===== src/inc/emm_pkg.sv =====
// shared constants and types for the emulation monitor mailbox
package emm_pkg;

    // ------------------------------------------------------------
    // widths
    // ------------------------------------------------------------
    localparam int unsigned DATA_W   = 16;         // mailbox and memory word width
    localparam int unsigned ADDR_W   = 24;         // emulation processor address width
    localparam int unsigned SEL_W    = 4;          // host word select width
    localparam int unsigned BUF_N    = 8;          // transfer buffer depth in words
    localparam int unsigned BUF_IW   = 3;          // transfer buffer index width
    localparam int unsigned MAP_N    = 16;         // mapper blocks
    localparam int unsigned MAP_IW   = 4;          // mapper block index width
    localparam int unsigned MAP_LSB  = 20;         // lowest address bit of block index

    // ------------------------------------------------------------
    // mailbox word layout
    // ------------------------------------------------------------
    localparam int unsigned PEND_BIT = 15;         // pending command flag
    localparam int unsigned CMD_HI   = 7;          // command number top bit

    // ------------------------------------------------------------
    // host word selects into shared emulation memory
    // ------------------------------------------------------------
    localparam logic [3:0] SEL_MAILBOX = 4'h0;     // command word
    localparam logic [3:0] SEL_COUNT   = 4'h1;     // word count for target load
    localparam logic [3:0] SEL_DST_LO  = 4'h2;     // target address low word
    localparam logic [3:0] SEL_DST_HI  = 4'h3;     // target address high byte
    localparam logic [3:0] SEL_PC_LO   = 4'h4;     // saved program counter low word
    localparam logic [3:0] SEL_PC_HI   = 4'h5;     // saved program counter high byte
    localparam logic [3:0] SEL_CAUSE   = 4'h6;     // break cause, read only
    localparam int unsigned SEL_BUF_BIT = 3;       // set: transfer buffer word

    // ------------------------------------------------------------
    // command numbers
    // ------------------------------------------------------------
    localparam logic [7:0] CMD_PRESENT = 8'h00;    // presence query
    localparam logic [7:0] CMD_EXIT    = 8'h01;    // reload registers and run
    localparam logic [7:0] CMD_LOAD    = 8'h02;    // copy transfer buffer to target

    // ------------------------------------------------------------
    // mapper classes
    // ------------------------------------------------------------
    localparam logic [1:0] SPACE_EMUL  = 2'h0;     // emulation memory
    localparam logic [1:0] SPACE_TGT   = 2'h1;     // target memory
    localparam logic [1:0] SPACE_GUARD = 2'h2;     // guarded, any access breaks
    localparam logic [2:0] MAP_RESET   = 3'h0;     // emulation ram after reset

    // ------------------------------------------------------------
    // break cause bits
    // ------------------------------------------------------------
    localparam int unsigned CAUSE_TRIG  = 0;       // analyzer trigger
    localparam int unsigned CAUSE_GUARD = 1;       // guarded access
    localparam int unsigned CAUSE_ROMWR = 2;       // write to rom
    localparam int unsigned CAUSE_CMD   = 3;       // explicit break
    localparam int unsigned CAUSE_STEP  = 4;       // single step hit
    localparam int unsigned CAUSE_W     = 5;

    // ------------------------------------------------------------
    // types
    // ------------------------------------------------------------
    typedef struct packed {
        logic [1:0] space;                         // emulation, target or guarded
        logic       rom;                           // set: read only block
    } emm_map_t;

    typedef struct packed {
        logic              valid;                  // a bus cycle is present
        logic              write;                  // cycle is a write
        logic [ADDR_W-1:0] addr;                   // cycle address
    } emm_bus_t;

    typedef struct packed {
        emm_bus_t bus;                             // the classified cycle
        emm_map_t cls;                             // its class
    } emm_class_t;

    typedef enum logic [1:0] {
        ST_USER,                                   // user program runs
        ST_IDLE,                                   // monitor polls the mailbox
        ST_LOAD                                    // monitor writes target memory
    } emm_state_t;

endpackage


===== src/hw/emm_mailbox.sv =====
// command mailbox, monitor sequencer and break control for the emulator
`timescale 1ns/1ps
`default_nettype none


module emm_mailbox (
    input  wire logic                         clk_i,
    input  wire logic                         resetn_i,
    // host access to shared emulation memory
    input  wire logic                         host_we_i,     // write one word
    input  wire logic                         host_re_i,     // read one word
    input  wire logic [emm_pkg::SEL_W-1:0]    host_sel_i,    // word select
    input  wire logic [emm_pkg::DATA_W-1:0]   host_wdata_i,  // write data
    output logic      [emm_pkg::DATA_W-1:0]   host_rdata_o,  // read data
    output logic      [emm_pkg::DATA_W-1:0]   mailbox_o,     // live command word
    // host direct control
    input  wire logic                         host_reset_i,  // hold processor reset
    input  wire logic                         host_halt_i,   // stop bus activity
    input  wire logic                         break_cmd_i,   // explicit break
    input  wire logic                         rom_brk_en_i,  // break on rom writes
    input  wire logic                         step_load_i,   // arm step compare
    input  wire logic [emm_pkg::ADDR_W-1:0]   step_pc_i,     // next pc to break on
    input  wire logic                         map_we_i,      // mapper entry write
    input  wire logic [emm_pkg::MAP_IW-1:0]   map_idx_i,     // mapper block
    input  wire emm_pkg::emm_map_t            map_data_i,    // mapper class
    // emulation processor side
    input  wire emm_pkg::emm_bus_t            emu_bus_i,     // processor bus cycle
    input  wire logic                         trigger_i,     // analyzer trigger
    output logic                              emu_reset_o,   // processor reset
    output logic                              emu_halt_o,    // processor bus stop
    output logic                              in_monitor_o,  // monitor is running
    output logic                              run_o,         // pulse: jump to run_pc_o
    output logic      [emm_pkg::ADDR_W-1:0]   run_pc_o,      // exit program counter
    output logic      [emm_pkg::CAUSE_W-1:0]  cause_o,       // last break cause
    // target memory write port
    output logic                              tgt_we_o,      // target write strobe
    output logic      [emm_pkg::ADDR_W-1:0]   tgt_addr_o,    // target byte address
    output logic      [emm_pkg::DATA_W-1:0]   tgt_wdata_o    // target write data
);

    // ------------------------------------------------------------
    // state and storage
    // ------------------------------------------------------------
    emm_pkg::emm_state_t                state_q;          // sequencer state
    emm_pkg::emm_class_t                cls;              // classified cycle
    logic [emm_pkg::DATA_W-1:0]         buf_q [emm_pkg::BUF_N]; // transfer_buffer
    logic [emm_pkg::DATA_W-1:0]         count_q;          // words to load
    logic [emm_pkg::ADDR_W-1:0]         dst_q;            // target load address
    logic [emm_pkg::ADDR_W-1:0]         pc_q;             // saved program counter
    logic [emm_pkg::BUF_IW-1:0]         idx_q;            // load word index
    logic [emm_pkg::ADDR_W-1:0]         step_q;           // step compare address
    logic                               step_arm_q;       // step compare armed
    logic [emm_pkg::CAUSE_W-1:0]        brk;              // break sources now
    logic                               brk_any;          // any source fires
    logic                               cmd_done;         // clear pending flag
    logic                               host_mb_wr;       // host writes mailbox
    logic                               last_word;        // final load word
    logic [7:0]                         cmd;              // command number

    assign host_mb_wr = host_we_i && (host_sel_i == emm_pkg::SEL_MAILBOX);
    assign cmd        = mailbox_o[emm_pkg::CMD_HI:0];
    assign last_word  = (count_q <= emm_pkg::DATA_W'(idx_q) + 16'h0001) ||
                        (idx_q == emm_pkg::BUF_IW'(emm_pkg::BUF_N - 1));

    // ------------------------------------------------------------
    // address mapper
    // ------------------------------------------------------------
    emm_mapper u_mapper (
        .clk_i      (clk_i),
        .resetn_i   (resetn_i),
        .map_we_i   (map_we_i),
        .map_idx_i  (map_idx_i),
        .map_data_i (map_data_i),
        .bus_i      (emu_bus_i),
        .class_o    (cls)
    );

    // ------------------------------------------------------------
    // break sources, only watched while a user program runs
    // ------------------------------------------------------------
    always_comb begin
        brk = '0;
        brk[emm_pkg::CAUSE_TRIG]  = trigger_i;
        brk[emm_pkg::CAUSE_GUARD] = cls.bus.valid &&
                                    (cls.cls.space == emm_pkg::SPACE_GUARD);
        brk[emm_pkg::CAUSE_ROMWR] = cls.bus.valid && cls.bus.write &&
                                    cls.cls.rom && rom_brk_en_i;
        brk[emm_pkg::CAUSE_CMD]   = break_cmd_i;
        brk[emm_pkg::CAUSE_STEP]  = step_arm_q && emu_bus_i.valid &&
                                    (emu_bus_i.addr == step_q);
        brk_any = (state_q == emm_pkg::ST_USER) && !emu_reset_o && (brk != '0);
    end

    // completion: presence and exit finish at once, load at its last word
    always_comb begin
        cmd_done = 1'b0;
        if (state_q == emm_pkg::ST_IDLE && mailbox_o[emm_pkg::PEND_BIT]) begin
            cmd_done = (cmd == emm_pkg::CMD_PRESENT) || (cmd == emm_pkg::CMD_EXIT);
        end else if (state_q == emm_pkg::ST_LOAD) begin
            cmd_done = last_word;
        end
    end

    // ------------------------------------------------------------
    // sequencer
    // ------------------------------------------------------------
    always_ff @(posedge clk_i) begin
        if (!resetn_i || emu_reset_o) begin
            state_q <= emm_pkg::ST_USER;
        end else begin
            unique case (state_q)
                emm_pkg::ST_USER: begin
                    if (brk_any) begin
                        state_q <= emm_pkg::ST_IDLE;
                    end
                end
                emm_pkg::ST_IDLE: begin
                    // invalid numbers are left pending so the host times out
                    if (mailbox_o[emm_pkg::PEND_BIT] && cmd == emm_pkg::CMD_EXIT) begin
                        state_q <= emm_pkg::ST_USER;
                    end else if (mailbox_o[emm_pkg::PEND_BIT] &&
                                 cmd == emm_pkg::CMD_LOAD) begin
                        state_q <= (count_q == '0) ? emm_pkg::ST_IDLE : emm_pkg::ST_LOAD;
                    end
                end
                emm_pkg::ST_LOAD: begin
                    if (last_word) begin
                        state_q <= emm_pkg::ST_IDLE;
                    end
                end
            endcase
        end
    end

    // ------------------------------------------------------------
    // mailbox word: a host post wins over a same-cycle completion
    // ------------------------------------------------------------
    always_ff @(posedge clk_i) begin
        if (!resetn_i) begin
            mailbox_o <= '0;
        end else if (host_mb_wr) begin
            mailbox_o <= host_wdata_i;
        end else if (cmd_done || (state_q == emm_pkg::ST_IDLE &&
                     cmd == emm_pkg::CMD_LOAD && count_q == '0)) begin
            mailbox_o[emm_pkg::PEND_BIT] <= 1'b0;
        end
    end

    // ------------------------------------------------------------
    // load parameters and transfer buffer, written by the host
    // ------------------------------------------------------------
    always_ff @(posedge clk_i) begin
        if (!resetn_i) begin
            count_q <= '0;
            dst_q   <= '0;
        end else if (host_we_i) begin
            if (host_sel_i == emm_pkg::SEL_COUNT) begin
                count_q <= host_wdata_i;
            end
            if (host_sel_i == emm_pkg::SEL_DST_LO) begin
                dst_q[emm_pkg::DATA_W-1:0] <= host_wdata_i;
            end
            if (host_sel_i == emm_pkg::SEL_DST_HI) begin
                dst_q[emm_pkg::ADDR_W-1:emm_pkg::DATA_W] <= host_wdata_i[7:0];
            end
        end
    end

    for (genvar g = 0; g < emm_pkg::BUF_N; g++) begin : g_buf
        always_ff @(posedge clk_i) begin
            if (!resetn_i) begin
                buf_q[g] <= '0;
            end else if (host_we_i && host_sel_i[emm_pkg::SEL_BUF_BIT] &&
                         host_sel_i[emm_pkg::BUF_IW-1:0] == emm_pkg::BUF_IW'(g)) begin
                buf_q[g] <= host_wdata_i;
            end
        end
    end

    // ------------------------------------------------------------
    // saved program counter: break captures it, host may replace it
    // ------------------------------------------------------------
    always_ff @(posedge clk_i) begin
        if (!resetn_i) begin
            pc_q <= '0;
        end else if (host_we_i && host_sel_i == emm_pkg::SEL_PC_LO) begin
            pc_q[emm_pkg::DATA_W-1:0] <= host_wdata_i;
        end else if (host_we_i && host_sel_i == emm_pkg::SEL_PC_HI) begin
            pc_q[emm_pkg::ADDR_W-1:emm_pkg::DATA_W] <= host_wdata_i[7:0];
        end else if (brk_any) begin
            pc_q <= emu_bus_i.addr;
        end
    end

    // ------------------------------------------------------------
    // exit: jump to the saved program counter
    // ------------------------------------------------------------
    always_ff @(posedge clk_i) begin
        if (!resetn_i) begin
            run_o    <= 1'b0;
            run_pc_o <= '0;
        end else begin
            run_o <= (state_q == emm_pkg::ST_IDLE) && mailbox_o[emm_pkg::PEND_BIT] &&
                     (cmd == emm_pkg::CMD_EXIT) && !emu_reset_o;
            if (state_q == emm_pkg::ST_IDLE && cmd == emm_pkg::CMD_EXIT) begin
                run_pc_o <= pc_q;
            end
        end
    end

    // ------------------------------------------------------------
    // target writes, one buffer word per cycle
    // ------------------------------------------------------------
    always_ff @(posedge clk_i) begin
        if (!resetn_i) begin
            idx_q       <= '0;
            tgt_we_o    <= 1'b0;
            tgt_addr_o  <= '0;
            tgt_wdata_o <= '0;
        end else begin
            tgt_we_o <= (state_q == emm_pkg::ST_LOAD);
            if (state_q == emm_pkg::ST_LOAD) begin
                tgt_addr_o  <= dst_q + {20'h00000, idx_q, 1'b0};
                tgt_wdata_o <= buf_q[idx_q];
                idx_q       <= last_word ? '0 : idx_q + 3'h1;
            end else begin
                idx_q <= '0;
            end
        end
    end

    // ------------------------------------------------------------
    // step compare and break cause
    // ------------------------------------------------------------
    always_ff @(posedge clk_i) begin
        if (!resetn_i) begin
            step_arm_q <= 1'b0;
            step_q     <= '0;
            cause_o    <= '0;
        end else begin
            if (step_load_i) begin
                step_arm_q <= 1'b1;
                step_q     <= step_pc_i;
            end else if (brk_any && brk[emm_pkg::CAUSE_STEP]) begin
                step_arm_q <= 1'b0;
            end
            if (brk_any) begin
                cause_o <= brk;
            end
        end
    end

    // ------------------------------------------------------------
    // host direct control and read back
    // ------------------------------------------------------------
    always_ff @(posedge clk_i) begin
        if (!resetn_i) begin
            emu_reset_o  <= 1'b1;
            emu_halt_o   <= 1'b0;
            in_monitor_o <= 1'b0;
            host_rdata_o <= '0;
        end else begin
            emu_reset_o  <= host_reset_i;
            emu_halt_o   <= host_halt_i;
            in_monitor_o <= (state_q != emm_pkg::ST_USER) && !emu_reset_o &&
                            !(state_q == emm_pkg::ST_IDLE && cmd == emm_pkg::CMD_EXIT &&
                              mailbox_o[emm_pkg::PEND_BIT]);
            if (host_re_i) begin
                if (host_sel_i[emm_pkg::SEL_BUF_BIT]) begin
                    host_rdata_o <= buf_q[host_sel_i[emm_pkg::BUF_IW-1:0]];
                end else begin
                    unique case (host_sel_i)
                        emm_pkg::SEL_MAILBOX: host_rdata_o <= mailbox_o;
                        emm_pkg::SEL_COUNT:   host_rdata_o <= count_q;
                        emm_pkg::SEL_DST_LO:  host_rdata_o <= dst_q[15:0];
                        emm_pkg::SEL_DST_HI:  host_rdata_o <= {8'h00, dst_q[23:16]};
                        emm_pkg::SEL_PC_LO:   host_rdata_o <= pc_q[15:0];
                        emm_pkg::SEL_PC_HI:   host_rdata_o <= {8'h00, pc_q[23:16]};
                        emm_pkg::SEL_CAUSE:   host_rdata_o <= {11'h000, cause_o};
                        default:              host_rdata_o <= '0;
                    endcase
                end
            end
        end
    end

endmodule

`default_nettype wire


===== src/hw/emm_mapper.sv =====
// programmable address mapper that classifies every processor bus cycle
`timescale 1ns/1ps
`default_nettype none

module emm_mapper (
    input  wire logic                         clk_i,
    input  wire logic                         resetn_i,
    input  wire logic                         map_we_i,     // write one block entry
    input  wire logic [emm_pkg::MAP_IW-1:0]   map_idx_i,    // block to write
    input  wire emm_pkg::emm_map_t            map_data_i,   // new class of block
    input  wire emm_pkg::emm_bus_t            bus_i,        // live processor cycle
    output var  emm_pkg::emm_class_t          class_o       // cycle with its class
);

    // ------------------------------------------------------------
    // block table, one entry per address block
    // ------------------------------------------------------------
    emm_pkg::emm_map_t table_q [emm_pkg::MAP_N];   // class per block

    // each entry is loaded only when its own index is written
    for (genvar g = 0; g < emm_pkg::MAP_N; g++) begin : g_entry
        always_ff @(posedge clk_i) begin
            if (!resetn_i) begin
                table_q[g] <= emm_pkg::MAP_RESET;
            end else if (map_we_i && (map_idx_i == emm_pkg::MAP_IW'(g))) begin
                table_q[g] <= map_data_i;
            end
        end
    end

    // ------------------------------------------------------------
    // classification, one cycle behind the bus
    // ------------------------------------------------------------
    always_ff @(posedge clk_i) begin
        if (!resetn_i) begin
            class_o <= '0;
        end else begin
            class_o.bus <= bus_i;
            class_o.cls <= table_q[bus_i.addr[emm_pkg::ADDR_W-1:emm_pkg::MAP_LSB]];
        end
    end

endmodule

`default_nettype wire


===== config.mk =====
export PLATFORM = sky130hd
export DESIGN_NAME = emm_mailbox
export DESIGN_NICKNAME = d
export VERILOG_FILES = /design/src/inc/emm_pkg.sv /design/src/hw/emm_mailbox.sv /design/src/hw/emm_mapper.sv
export SDC_FILE = /design/constraint.sdc
export NUM_CORES = 1
export LEC_CHECK = 0
export BUFFER_PORTS_ARGS = -buffer_cell sky130_fd_sc_hd__buf_4
export CAP_MARGIN = 15
export CELL_PAD_IN_SITES_DETAIL_PLACEMENT = 1
export CELL_PAD_IN_SITES_GLOBAL_PLACEMENT = 2
export CORE_MARGIN = 2
export CORE_UTILIZATION = 42
export CTS_CLUSTER_DIAMETER = 50
export DETAILED_ROUTE_END_ITERATION = 8
export PLACE_DENSITY = 0.92
export SLEW_MARGIN = 20
export SYNTH_ARGS = -nofsm -noshare
export SYNTH_HDL_FRONTEND = slang
export SYNTH_SLANG_ARGS = --single-unit

===== constraint.sdc =====
create_clock -name clk_i -period 3.85 [get_ports clk_i]
set_input_delay 0.1925 -clock clk_i [delete_from_list [all_inputs] [get_ports clk_i]]
set_output_delay 0.1925 -clock clk_i [all_outputs]
set_load 0.005 [all_outputs]

==> out/metrics.yaml <==
status: "complete, no violations"
cts_sinks: 381
post_synth_inst_count: 1646
p_leak_nw: 8.07
clk-insertion-delay-late_ns: 0.59
n_fill_cell: 4524
max_freq_mhz: 353
clock_power_share: 0.468
cellInternalPower_mw: 7.64
whs_ns: 0.0278
cts_tree: "built"
multiInputGateArea_sq_um: 8160
per_instance_average_area_after_synthesis_sq_um: 11.0
ff_latch_area_sq_um: 9390
ios: 194
setup.worst_path.class: "reg -> reg"
skew_ns: 0.0256
final.period_utilization: 0.735
io_buffer_count: 193
share_seq_of_total_power: 0.449
net-switching-power_mw: 2.43
vdd_drop_max_v: 0.000423
yosysUniqueCellTypes: 64
power_per_cell_area_nw_per_um2: 455
floorplan.die_area_sq_um: 44800
sort_of_element_at_the_end_of_the_critical_path: "register"
min_period_ns: 2.83
placed_wire_length_estimate_microns: 42600
start_util: 0.423
maxCapViolations: 0
setup.worst_path.start_class: "register"
post_synth_main_area_contributors: "edfxtp_1, dfxtp_1, mux4_2, and2_1, nand2_1"
syn_to_final_growth_pct: 22.0
firstDrtPassIters: 5
worst_path_dominant_cell_family: "compound AO/OA/AOI/OAI gates"
clkSlewWorstSetupHoldPaths_ns: 0.06
clock_tree.htree_level_count: 2
routed_wirelength_microns: 62400
cp.required_ns: 4.32
fraction_of_power_spent_switching_nets: 0.241
drtAntennaViolNets: 0
place.gp.congestion: 0.815
synthDominantAreaCellType: "edfxtp_1"
dr_total_vias: 14130
postSynth.asyncResetShare: 0
cts_max_path_buffers: 3
pin_count_of_the_biggest_net_entering_global_routing: 78
yosys_warnings: 0
synth.ff_latch_count: 381
antenna_found_initial: 0
num-nets-final: 1938
rsz0062_at_grt: "no"
final_layout_size_suffix_gt1_frac: 0.233
power_frac_comb: 0.083
grt_first_pass_wirelength_microns: 93000
dieWidth_microns: 212
slew_headroom: 0.291
detailed_route_drc_error_count: 0
final_hold_viol_count: 0
synth_top_flop_cell: "dfxtp_1"
postCtsResizedCells: 0
synth_area_sq_um: 18100
synth_edf_count: 176
n_antenna_cell: 0
critPathArrivalTime_ns: 3.30
gr-usage-all-layers: 0.280
global_route.overflow_total: 0
via_count_of_the_first_global_routing_pass: 15092
synth-seq-area-share: 0.518
path_buf_inv: 2
setup_viol: 0
route.detailed.wl_per_inst_microns: 25.8
fin_tns_setup_ns: 0
final_max_slew_viol_count: 0
synth_largest_type_area_fraction: 0.292
first_iter_violations: 1030
cp_max_fo: 22
vias_per_cell: 5.83
root_buffer: "clkbuf_16"
cts_buffers: 48
critPathSlowestCell: "dfxtp_2"
worst_path_largest_cell_delay_ns: 0.68
placement_rows: 76
worst_max_slew_pin_slew_ns: 1.06
crit_path_cell_trace: "buf_4, inv_1, ha_1, o21ai_0, o221ai_1, a41oi_1, nand2_1, a41o_1"
fp.coreArea_sq_um: 42800
dieHeight_microns: 212
timing.hold.worst.class: "in -> reg"
total_power_mw: 10.1
synth_fp_nets: 1744
[cell usage in the layout, fill, tap and decap left out, types with 14 or more instances in the layout]
master / synthesis / layout
mux4_2: 79 / 79
nand3_1: 21 / 21
o211ai_1: 24 / 24
xnor2_1: 26 / 26
nor2_1: 88 / 88
nand2_1: 230 / 230
dlygate4sd3_1: 0 / 47
edfxtp_1: 176 / 176
clkbuf_16: 0 / 49
a22oi_1: 21 / 21
nand2b_1: 32 / 32
and2_1: 186 / 186
a211oi_1: 27 / 27
xor2_1: 14 / 14
nand4_1: 17 / 17
mux2_2: 19 / 19
mux2i_1: 64 / 64
dfxtp_1: 205 / 204
o21ai_0: 60 / 52
a21oi_1: 101 / 101
buf_4: 4 / 224
[area by class of cell]
class,instances,area share
inverters,14,0.00249
flip-flops and latches,381,0.425
multi-input cells,1123,0.369
clock buffers,56,0.0580
repair buffers,272,0.0982
clock inverters,32,0.0169
well taps,546,0.0309
[cells by family (layout without fill, tap and decap cells)]
logic type | count (synthesis) | in the layout | share of synthesized area
buffers and inverters | 142 | 374 | 0.0340
adder cells (fa/ha/maj) | 10 | 10 | 0.00732
AO/OA/AOI/OAI | 272 | 272 | 0.0949
AND/OR/NAND/NOR | 639 | 639 | 0.181
multiplexers | 162 | 162 | 0.145
flip-flops | 381 | 381 | 0.518
XOR/XNOR | 40 | 40 | 0.0193
[per-layer routing]
layer  vias up  wire length (microns)  track usage  share of wire
met5         -                      0            0              0
met4         0                   2300        0.110          0.037
met3       122                   4220       0.0538          0.068
met2       566                  30900        0.479           0.49
met1      7119                  25000        0.349           0.40
li1       6323                      -            -              -
[synth_stat cells, types with 22 or more instances]
cell type / number
a211oi_1: 27
a21oi_1: 101
and2_1: 186
buf_2: 22
clkbuf_1: 91
dfxtp_1: 205
edfxtp_1: 176
mux2i_1: 64
mux4_2: 79
nand2_1: 230
nand2b_1: 32
nor2_1: 88
o211ai_1: 24
o21ai_0: 60
xnor2_1: 26
[state kept, by name, indices dropped and copies added, names as in the netlist, 24 cells and up]
| signal | flops |
|---|---|
| buf_q | 128 |
| dst_q | 24 |
| pc_q | 24 |
| run_pc_o | 24 |
| step_q | 24 |
| tgt_addr_o | 24 |
| u_mapper.table_q | 48 |
[power groups by stage]
stage / registers, mW / logic (mW) / clock network, mW
3_5_place_dp: 4.61 / 0.782 / 0
2_1_floorplan: 4.55 / 0.470 / 0
3_3_place_gp: 4.58 / 0.754 / 0
5_1_grt: 4.54 / 0.882 / 4.92
6_report: 4.52 / 0.834 / 4.71
4_1_cts: 4.52 / 0.828 / 4.77
[worst register-to-register path: cells and delay by family, from the launching register on]
kind | cells | cell delay, ns
buf+inv | 2 | 0.66
compound gates | 4 | 1.01
flops | 1 | 0.68
fa+ha+maj | 1 | 0.20
simple gates | 1 | 0.15
[final timing paths]
check,start,to,slack (ns),depth (start not counted)
worst max register to register,idx_q[0],state_q[0],1.02,8
worst max-delay path,idx_q[0],state_q[0],1.02,8
worst min-delay path,emu_bus_i[0],pc_q[0],0.03,4
worst min register to register,run_pc_o[13],run_pc_o[13],0.46,2
[stage by stage]
step / setup slack (ns) / cells / utilization / cell area (sq um)
after floorplan: 1.25 / 1646 / - / 18100
after global placement: 1.10 / 2289 / 0.467 / 20000
after detailed placement: 1.03 / 2289 / 0.467 / 20000
after CTS: 0.998 / 2424 / 0.517 / 22100
after global routing: 0.752 / 2424 / 0.517 / 22100
final: 1.02 / 2424 / 0.517 / 22100
[timing repair]
item / in CTS / in global routing
setup buffers: 0 / 0
hold buffers: 47 / 0
hold endpoints to repair: 85 / 0
Note: power is estimated with default switching activity, not from simulation.
